[src/common/wdu_pkg.sv]
// watchdog unit package: register map, field layout, reset values, timing counts
// assumes a 50 MHz pclk and a 128 kHz watchdog oscillator arriving as a pin
// Function
// (RQ1) count cycles of the separate watchdog oscillator and act at the selected time-out
// (RQ2) time-out is selectable from the shortest to the longest setting inclusive
// (RQ3) the restart command clears the counter; software restarts before time-out
// (RQ4) interrupt mode raises the watchdog interrupt on expiry, usable for wake-up
// (RQ5) system reset mode issues a system reset on expiry
// (RQ6) reset and interrupt enables select stopped, interrupt, reset or interrupt-then-reset mode
// (RQ7) in combined mode taking the vector clears interrupt enable and time-out flag
// (RQ8) in combined mode an unserviced flag at the next time-out causes system reset
// (RQ9) the always-on fuse forces reset enable to one and interrupt enable to zero
// (RQ10) clearing reset enable or changing prescale only works through the timed sequence
// (RQ11) software opens the sequence writing change enable and reset enable both one
// (RQ12) within four cycles one write with change enable clear sets reset enable and prescale
// (RQ13) the time-out flag sets on expiry while configured for interrupt
// (RQ14) the time-out flag clears when its vector is taken or by writing one
// (RQ15) the interrupt request needs global enable, interrupt enable and the flag
// (RQ16) software should restart before changing prescale to avoid an immediate time-out
// (RQ17) software should clear reset cause flag and reset enable at initialisation
// (RQ18) prescale codes zero to nine select 2048 to 1048576 cycles; above nine reserved
// (RQ19) change enable is cleared by hardware four system clock cycles after being set
// (RQ20) reset cause flag set forces reset enable to one until the flag is cleared
// (RQ21) a watchdog reset sets the reset cause flag; writing zero or power-on clears it
// (RQ22) setting reset or interrupt enable by an ordinary write is allowed any time
package wdu_pkg;

  localparam int unsigned APB_AW          = 12;
  localparam logic [11:0] CSR_OFFSET      = 12'h000;
  localparam logic [11:0] CAUSE_OFFSET    = 12'h004;
  localparam logic [11:0] CMD_OFFSET      = 12'h008;

  // control/status field positions
  localparam int unsigned CSR_FLAG_BIT    = 7;
  localparam int unsigned CSR_IE_BIT      = 6;
  localparam int unsigned CSR_P3_BIT      = 5;
  localparam int unsigned CSR_CE_BIT      = 4;
  localparam int unsigned CSR_SRE_BIT     = 3;
  // reset cause register: watchdog cause flag
  localparam int unsigned CAUSE_WD_BIT    = 3;
  // command register bits
  localparam int unsigned CMD_RESTART_BIT = 0;

  localparam logic [3:0]  PRESCALE_RESET  = 4'h0;
  localparam logic [3:0]  PRESCALE_MAX    = 4'h9;
  localparam int unsigned BASE_CYCLES     = 2048;
  localparam int unsigned CNT_W           = 20;

  localparam int unsigned PCLK_HZ         = 50000000;
  localparam int unsigned OSC_HZ          = 128000;
  localparam int unsigned CE_WINDOW_CYC   = 4;
  localparam int unsigned CE_CNT_W        = 3;

  typedef struct packed {
    logic       timeout_flag;
    logic       timeout_irq_enable;
    logic       prescale_bit3;
    logic       change_enable;
    logic       system_reset_enable;
    logic [2:0] prescale_low;
  } wdu_csr_t;

  typedef enum logic [1:0] {
    WDU_STOPPED = 2'b00,
    WDU_IRQ     = 2'b01,
    WDU_RESET   = 2'b10,
    WDU_IRQ_RST = 2'b11
  } wdu_mode_t;

endpackage

[src/hw/wdu_counter.sv]
// watchdog oscillator-cycle counter with prescale-selected time-out
// assumes osc_tick is a one-pclk pulse per oscillator cycle, already synchronised
`timescale 1ns/1ps
module wdu_counter
  import wdu_pkg::*;
#(
  parameter int unsigned W = CNT_W
) (
  input  wire logic       pclk,
  input  wire logic       presetn,
  input  wire logic       osc_tick,
  input  wire logic       restart,
  input  wire logic       run,
  input  wire logic [3:0] prescale_select,
  output logic            expire_q
);

  logic [W-1:0] count_q;

  // reserved codes behave as the longest period
  function automatic logic [W-1:0] limit_of(input logic [3:0] sel);
    logic [3:0] s;
    s = (sel > PRESCALE_MAX) ? PRESCALE_MAX : sel;
    limit_of = W'((BASE_CYCLES << s) - 1);  // [RQ18] [RQ2]
  endfunction

  logic at_limit;
  assign at_limit = (count_q >= limit_of(prescale_select));  // shorter period may expire at once [RQ16]

  always_ff @(posedge pclk or negedge presetn) begin
    if (!presetn) begin
      count_q <= '0;
    end else if (restart || !run) begin
      count_q <= '0;  // [RQ3]
    end else if (osc_tick) begin
      count_q <= at_limit ? '0 : count_q + W'(1);  // [RQ1]
    end
  end

  always_ff @(posedge pclk or negedge presetn) begin
    if (!presetn) begin
      expire_q <= 1'b0;
    end else begin
      expire_q <= run && !restart && osc_tick && at_limit;  // [RQ1]
    end
  end

endmodule // wdu_counter

[src/hw/wdu_top.sv]
// watchdog unit: APB register slave, timed-change protection, mode logic
// assumes a 50 MHz pclk, the watchdog oscillator on a pin, cpu side signals on pclk
`timescale 1ns/1ps
module wdu_top
  import wdu_pkg::*;
(
  input  wire logic        pclk,
  input  wire logic        presetn,
  input  wire logic        psel,
  input  wire logic        penable,
  input  wire logic        pwrite,
  input  wire logic [11:0] paddr,
  input  wire logic [31:0] pwdata,
  output logic [31:0]      prdata,
  output logic             pready,
  output logic             pslverr,
  input  wire logic        osc_pin,
  input  wire logic        always_on_fuse,
  input  wire logic        global_irq_enable,
  input  wire logic        vector_ack,
  output logic             watchdog_irq,
  output logic             system_reset
);

  // pin synchronisers
  logic [1:0] osc_sync_q;
  logic       osc_prev_q;
  logic [1:0] fuse_sync_q;
  logic       osc_tick;
  logic       fuse_on;

  always_ff @(posedge pclk or negedge presetn) begin
    if (!presetn) begin
      osc_sync_q <= 2'b00;
      osc_prev_q <= 1'b0;
    end else begin
      osc_sync_q <= {osc_sync_q[0], osc_pin};
      osc_prev_q <= osc_sync_q[1];
    end
  end

  // fuse is static; the sync only keeps metastability out of the mode logic
  always_ff @(posedge pclk or negedge presetn) begin
    if (!presetn) begin
      fuse_sync_q <= 2'b00;
    end else begin
      fuse_sync_q <= {fuse_sync_q[0], always_on_fuse};
    end
  end

  assign osc_tick = osc_sync_q[1] && !osc_prev_q;
  assign fuse_on  = fuse_sync_q[1];

  // register state
  logic            flag_q;
  logic            ie_q;
  logic            sre_q;
  logic            ce_q;
  logic [3:0]      prescale_q;
  logic [CE_CNT_W-1:0] ce_cnt_q;
  logic            cause_q;
  logic            ready_q;
  logic [31:0]     rdata_q;
  logic            slverr_q;
  logic            irq_q;
  logic            sysrst_q;

  // apb decode
  logic       access;
  logic       wr_commit;
  logic       csr_sel;
  logic       cause_sel;
  logic       cmd_sel;
  logic       mapped;
  logic       csr_wr;
  logic       cause_wr;
  logic       restart;
  wdu_csr_t   wr_csr;
  wdu_csr_t   rd_csr;

  // registers sit on aligned words; every other address is refused
  function automatic logic hit(input logic [11:0] addr, input logic [11:0] offset);
    hit = (addr == offset);
  endfunction

  assign access    = psel && penable;
  assign wr_commit = access && pwrite && ready_q;
  assign csr_sel   = hit(paddr, CSR_OFFSET);
  assign cause_sel = hit(paddr, CAUSE_OFFSET);
  assign cmd_sel   = hit(paddr, CMD_OFFSET);
  assign mapped    = csr_sel || cause_sel || cmd_sel;
  assign csr_wr    = wr_commit && csr_sel;
  assign cause_wr  = wr_commit && cause_sel;
  assign restart   = wr_commit && cmd_sel && pwdata[CMD_RESTART_BIT];  // [RQ3]
  assign wr_csr    = wdu_csr_t'(pwdata[7:0]);

  assign rd_csr = '{timeout_flag:        flag_q,
                    timeout_irq_enable:  ie_q,
                    prescale_bit3:       prescale_q[3],
                    change_enable:       ce_q,
                    system_reset_enable: sre_q,
                    prescale_low:        prescale_q[2:0]};

  // mode and expiry decisions
  wdu_mode_t mode;
  logic      expire;
  logic      do_reset;
  logic      set_flag;
  logic      ack_combined;
  logic      open_seq;
  logic      timed_wr;

  always_comb begin
    if (fuse_on) begin
      mode = WDU_RESET;  // [RQ9]
    end else begin
      mode = wdu_mode_t'({sre_q, ie_q});  // [RQ6]
    end
  end

  always_comb begin
    do_reset = 1'b0;
    set_flag = 1'b0;
    case (mode)
      WDU_STOPPED: begin
        do_reset = 1'b0;
      end
      WDU_IRQ: begin
        set_flag = expire;  // [RQ4] [RQ13]
      end
      WDU_RESET: begin
        do_reset = expire;  // [RQ5]
      end
      WDU_IRQ_RST: begin
        do_reset = expire && flag_q;   // unserviced from the previous time-out [RQ8]
        set_flag = expire && !flag_q;  // [RQ13]
      end
      default: begin
        do_reset = expire;
      end
    endcase
  end

  // the vector only disarms the interrupt in combined mode; plain interrupt mode keeps it
  assign ack_combined = vector_ack && (mode == WDU_IRQ_RST);  // [RQ7]
  assign open_seq     = csr_wr && wr_csr.change_enable && wr_csr.system_reset_enable;  // [RQ11]
  // the accepting write of the timed sequence
  assign timed_wr     = csr_wr && ce_q && !wr_csr.change_enable;  // [RQ12]

  wdu_counter #(
    .W (CNT_W)
  ) u_counter (
    .pclk            (pclk),
    .presetn         (presetn),
    .osc_tick        (osc_tick),
    .restart         (restart),
    .run             (mode != WDU_STOPPED),
    .prescale_select (prescale_q),
    .expire_q        (expire)
  );

  // apb answer: one wait state, pready a one-cycle pulse
  always_ff @(posedge pclk or negedge presetn) begin
    if (!presetn) begin
      ready_q <= 1'b0;
    end else begin
      ready_q <= access && !ready_q;
    end
  end

  // error rides with pready so a master never hangs on an unmapped word
  always_ff @(posedge pclk or negedge presetn) begin
    if (!presetn) begin
      slverr_q <= 1'b0;
    end else begin
      slverr_q <= access && !ready_q && !mapped;
    end
  end

  // read data captured in the wait cycle, standing through the pready cycle
  always_ff @(posedge pclk or negedge presetn) begin
    if (!presetn) begin
      rdata_q <= 32'h0000_0000;
    end else if (access && !ready_q && !pwrite) begin
      if (csr_sel) begin
        rdata_q <= {24'h00_0000, rd_csr};
      end else if (cause_sel) begin
        rdata_q <= 32'(cause_q) << CAUSE_WD_BIT;
      end else begin
        rdata_q <= 32'h0000_0000;
      end
    end
  end

  // change enable window: closes four cycles after opening or on the next csr write that does not reopen it
  always_ff @(posedge pclk or negedge presetn) begin
    if (!presetn) begin
      ce_q     <= 1'b0;
      ce_cnt_q <= '0;
    end else if (sysrst_q) begin
      ce_q     <= 1'b0;
      ce_cnt_q <= '0;
    end else if (open_seq) begin
      ce_q     <= 1'b1;
      ce_cnt_q <= CE_CNT_W'(CE_WINDOW_CYC - 1);
    end else if (ce_q && csr_wr) begin
      ce_q     <= 1'b0;  // [RQ12]
      ce_cnt_q <= '0;
    end else if (ce_q) begin
      ce_cnt_q <= ce_cnt_q - CE_CNT_W'(1);
      if (ce_cnt_q == '0) begin
        ce_q <= 1'b0;  // [RQ19]
      end
    end
  end

  // reset enable: forcing only pins this bit, the timed write still moves prescale
  always_ff @(posedge pclk or negedge presetn) begin
    if (!presetn) begin
      sre_q <= 1'b0;
    end else if (fuse_on || cause_q || do_reset) begin
      sre_q <= 1'b1;  // [RQ9] [RQ20]
    end else if (timed_wr) begin
      sre_q <= wr_csr.system_reset_enable;  // [RQ10] [RQ12]
    end else if (csr_wr) begin
      sre_q <= sre_q || wr_csr.system_reset_enable;  // clear refused outside window [RQ10] [RQ22]
    end
  end

  // prescale: only the timed write or a watchdog reset moves it, so a stray store cannot shorten the period
  always_ff @(posedge pclk or negedge presetn) begin
    if (!presetn) begin
      prescale_q <= PRESCALE_RESET;
    end else if (do_reset) begin
      prescale_q <= PRESCALE_RESET;
    end else if (timed_wr) begin
      prescale_q <= {wr_csr.prescale_bit3, wr_csr.prescale_low};  // [RQ10] [RQ12]
    end
  end

  // interrupt enable
  always_ff @(posedge pclk or negedge presetn) begin
    if (!presetn) begin
      ie_q <= 1'b0;
    end else if (fuse_on || do_reset) begin
      ie_q <= 1'b0;  // [RQ9]
    end else if (csr_wr) begin
      ie_q <= wr_csr.timeout_irq_enable;  // [RQ22]
    end else if (ack_combined) begin
      ie_q <= 1'b0;  // back to plain reset mode [RQ7]
    end
  end

  // time-out flag: a new expiry wins over any clear in the same cycle
  always_ff @(posedge pclk or negedge presetn) begin
    if (!presetn) begin
      flag_q <= 1'b0;
    end else if (set_flag) begin
      flag_q <= 1'b1;  // [RQ13]
    end else if (do_reset) begin
      flag_q <= 1'b0;
    end else if (vector_ack || (csr_wr && wr_csr.timeout_flag)) begin
      flag_q <= 1'b0;  // [RQ14] [RQ7]
    end
  end

  // reset cause flag: survives the system reset it reports, only presetn or a write of zero clears it
  always_ff @(posedge pclk or negedge presetn) begin
    if (!presetn) begin
      cause_q <= 1'b0;
    end else if (do_reset) begin
      cause_q <= 1'b1;  // [RQ21]
    end else if (cause_wr && !pwdata[CAUSE_WD_BIT]) begin
      cause_q <= 1'b0;  // [RQ21]
    end
  end

  // interrupt request drops in the cycle after the vector is taken
  always_ff @(posedge pclk or negedge presetn) begin
    if (!presetn) begin
      irq_q <= 1'b0;
    end else begin
      irq_q <= global_irq_enable && ie_q && flag_q && !fuse_on && !vector_ack;  // [RQ15] [RQ4]
    end
  end

  // a single-cycle pulse; the device reset logic stretches it as it needs
  always_ff @(posedge pclk or negedge presetn) begin
    if (!presetn) begin
      sysrst_q <= 1'b0;
    end else begin
      sysrst_q <= do_reset;  // [RQ5] [RQ8]
    end
  end

  assign prdata       = rdata_q;
  assign pready       = ready_q;
  assign pslverr      = slverr_q;
  assign watchdog_irq = irq_q;
  assign system_reset = sysrst_q;

endmodule // wdu_top

[config.mk]
export PLATFORM = sky130hd
export DESIGN_NAME = wdu_top
export DESIGN_NICKNAME = d
export VERILOG_FILES = /design/src/common/wdu_pkg.sv /design/src/hw/wdu_counter.sv /design/src/hw/wdu_top.sv
export SDC_FILE = /design/constraint.sdc
export NUM_CORES = 1
export LEC_CHECK = 0
export ABC_AREA = 0
export BUFFER_PORTS_ARGS = -buffer_cell sky130_fd_sc_hd__buf_2
export CAP_MARGIN = 20
export CORE_MARGIN = 4
export CORE_UTILIZATION = 51
export CTS_CLUSTER_SIZE = 20
export DETAILED_ROUTE_END_ITERATION = 10
export PLACE_DENSITY = 0.77
export SYNTH_ARGS = -nofsm -noshare
export SYNTH_HDL_FRONTEND = slang
export SYNTH_SLANG_ARGS = --single-unit
[constraint.sdc]
create_clock -name pclk -period 3.4 [get_ports pclk]
set_input_delay 0.34 -clock pclk [delete_from_list [all_inputs] [get_ports pclk]]
set_output_delay 0.34 -clock pclk [all_outputs]
set_load 0.05 [all_outputs]
==> impl_results.md <==
* Outcome: completed
* Largest net degree at the start of global routing at 29
* Period utilisation layout at 91.1%
* Max-slew violation count at 0
* GP Congestion at 0.786
* TritonCTS Buffers at 5
* Endpoint class of the critical path: flop
* Worst Path Required at about 3.6 ns
* Htree depth at 2
* Die ar. at between 6000 and 7000 sq um
* Kind of critical path: reg -> reg
* Fin util at 57.5%
* Worst R2R Setup Slack at 0.30 ns
* Root Buffer: clkbuf_8
* Number of flops mapped to enable cells by yosys at 0
* Core ar. at 5470 sq um
* Final ANT Viol Nets at 0
* Highest Clock Rate at 323 MHz
* Nets at 412
* Slew headroom at 37.9%
* HPWL after detailed placement at 4230 um
* Critical Path Fanout Max at 16
* RSZ-0062 raised after global routing: no
* CTS tree: built
* Area added between synthesis and finish at 9.93%
* Hold WC Path Type: in -> async
* Worst-skew pair later-pin latency at 0.29 ns
* Initial core utilization at around 52%
* Filler instances at 497
* Reg clk slew, reported paths at 0.09 ns
* DR pass1 iterations at 4
* Global-route wire length before repair at 10,000 um
* Vias at 2,297
* PwrDens at between 300 and 400 nW/um^2
* Share of layout cells above drive strength 1 at between 10% and 20%
* IO buf count at 40
* Measured slew at the worst slew-check pin at 0.932 ns
* Syn Std Cell Area at 2860 sq um
* Antenna violations before repair at 0
* 1st-iter DRT viols at 84
* Total GRT Usage at ~17%
* P_leak at 1.52 nW
* Minimum clock period at 3.10 ns
* Hold Fails Final Rpt at 0
* GRT overflow at 0
* Most common flop cell mapped by yosys: dfrtp_1
* Synth Instances at 305
* Critical path arrival at 3.32 ns
* DRC violations left at 0
* Setup TNS at 0 ns
* Max-cap viol count at 0
* Critical path launch point type: flop
* CTS sink cnt at 50
* Clock skew at 0.00839 ns
* Sequential-to-total area share from yosys stat at a little over two fifths
* Detailed Route WL at 5710 um
* Chip width at 82.9 um
* Rows at 27
* Yosys reg bits at 50
* Vias/cell at between 5 and 6
* Yosys warning total at 0
* CTS Buffer Depth at 2
* Post-synthesis cell type count at 47
* WL/cell at 13.7 um
* Synth Area per Inst at 9.38 sq um
* Vias in the first global route at ~2,300
* Diodes inserted at 0
* CTS Hold Bufs at 0
* Die height at 82.9 um
* Ys async rst share at 100%
* Ports at approximately 90
* Max IR drop VDD at 0.251 mV
* Setup violators final at 0
[synth_stat cells (all sizes together), types with 3 or more instances]
master / count / area, sq um
a21o: 6 / 45.0
a21oi: 21 / 105
a221o: 3 / 30.0
a22o: 8 / 70.1
buf: 27 / 214
clkbuf: 8 / 30.0
dfrtp: 50 / 1250
ha: 13 / 163
inv: 13 / 48.8
mux2i: 7 / 70.1
nand2: 30 / 113
nand3: 17 / 85.1
nand3b: 4 / 33.8
nand4: 6 / 43.8
nor2: 17 / 63.8
nor3: 11 / 55.1
o21ai: 18 / 90.1
o311ai: 4 / 35.0
or3: 11 / 68.8
[report_power, final]
part / internal (mW) / switching, mW
sequential: 0.611 / 0.0143
clock: 0.142 / 0.182
combinational: 0.0347 / 0.109
[metal layers]
layer	share of wire, %	GRT usage, %	routed length (um)	up-vias
met3	3.5	3.08	200	4
met1	46	22.1	2650	1116
met2	49	29.6	2820	45
li1	-	-	-	1132
met5	0	0	0	-
met4	0.65	4.46	37	0
[flip-flops by register name, summed over array words and instances (netlist names)]
| name | cells |
|---|---|
| pready | 1 |
| osc_prev_q | 1 |
| ce_q | 1 |
| prdata | 8 |
| ce_cnt_q | 3 |
| system_reset | 1 |
| u_counter.count_q | 20 |
| fuse_sync_q | 2 |
| pslverr | 1 |
| prescale_q | 4 |
| sre_q | 1 |
| watchdog_irq | 1 |
| flag_q | 1 |
| ie_q | 1 |
| osc_sync_q | 2 |
| cause_q | 1 |
| u_counter.expire_q | 1 |
[final cells by class]
type | count | area [sq um] | share of cell area (%)
inverters | 13 | 48.8 | 1.55
repair buffers | 46 | 258 | 8.19
multi-input cells | 230 | 1420 | 45.2
flip-flops and latches | 50 | 1250 | 39.8
well taps | 72 | 90.1 | 2.86
clock buffers | 7 | 76.3 | 2.43
[kinds of logic after synthesis]
| kind of cell | synth area share (%) |
|---|---|
| multiplexers | 2.45 |
| AND/OR/NAND/NOR | 20.0 |
| adder cells (fa/ha/maj) | 5.68 |
| buffers and inverters | 10.2 |
| AO/OA/AOI/OAI | 16.9 |
| other | 0.131 |
| flip-flops | 43.7 |
| XOR/XNOR | 0.918 |
[stage by stage]
step                area [sq um]  hold slack [ns]  power (mW)  cells  setup WS (ns)
detailed placement          3060            0.336       0.782    411          0.195
floorplan                   2950           0.0444       0.758    328          0.332
global route                3150           0.0555        1.14    418         0.0371
global placement            3060            0.336       0.778    411          0.288
finish                      3150           0.0171        1.09    418          0.304
CTS                         3130           0.0323        1.11    418          0.155
[path summary, 6_finish.rpt]
kind                          startpoint                    end  cells after the start
max                        prescale_q[1]  u_counter.count_q[11]                     13
min                              presetn            ce_cnt_q[2]                      1
max reg2reg                prescale_q[1]  u_counter.count_q[11]                     13
min reg2reg                osc_sync_q[0]          osc_sync_q[1]                      0
max in group asynchronous        presetn   u_counter.count_q[4]                      2
min in group pclk                osc_pin          osc_sync_q[0]                      1
[worst max-delay path, stage by stage (launching register included)]
cell	delay, ns
dfrtp_1	0.52
nand3b_1	0.16
ha_1	0.30
nor3_2	0.08
a21o_1	0.16
a32oi_1	0.22
ha_1	0.28
nand4_1	0.13
nor2_1	0.07
a221oi_2	0.35
nand3b_1	0.13
buf_4	0.20
or3_1	0.35
nand3_1	0.09
[placed cells by master (no fill, tap or decap), drive strengths merged, types with 2 or more instances in the layout]
master,count
dfrtp,50
buf,46
nand2,30
conb,24
a21oi,21
o21ai,18
nand3,17
nor2,17
inv,13
ha,13
or3,11
nor3,11
a22o,8
mux2i,7
clkbuf,7
a21o,6
nand4,6
nand3b,4
o311ai,4
a221o,3
o31ai,2
nor4,2
or2,2
a2111oi,2
and3,2
xnor2,2
[what timing repair did]
item	4_1_cts	5_1_grt
resized for setup	0	4
setup buffers	0	0
endpoints found under the setup margin	0	15
No activity file was read; power rests on OpenSTA's default activity.
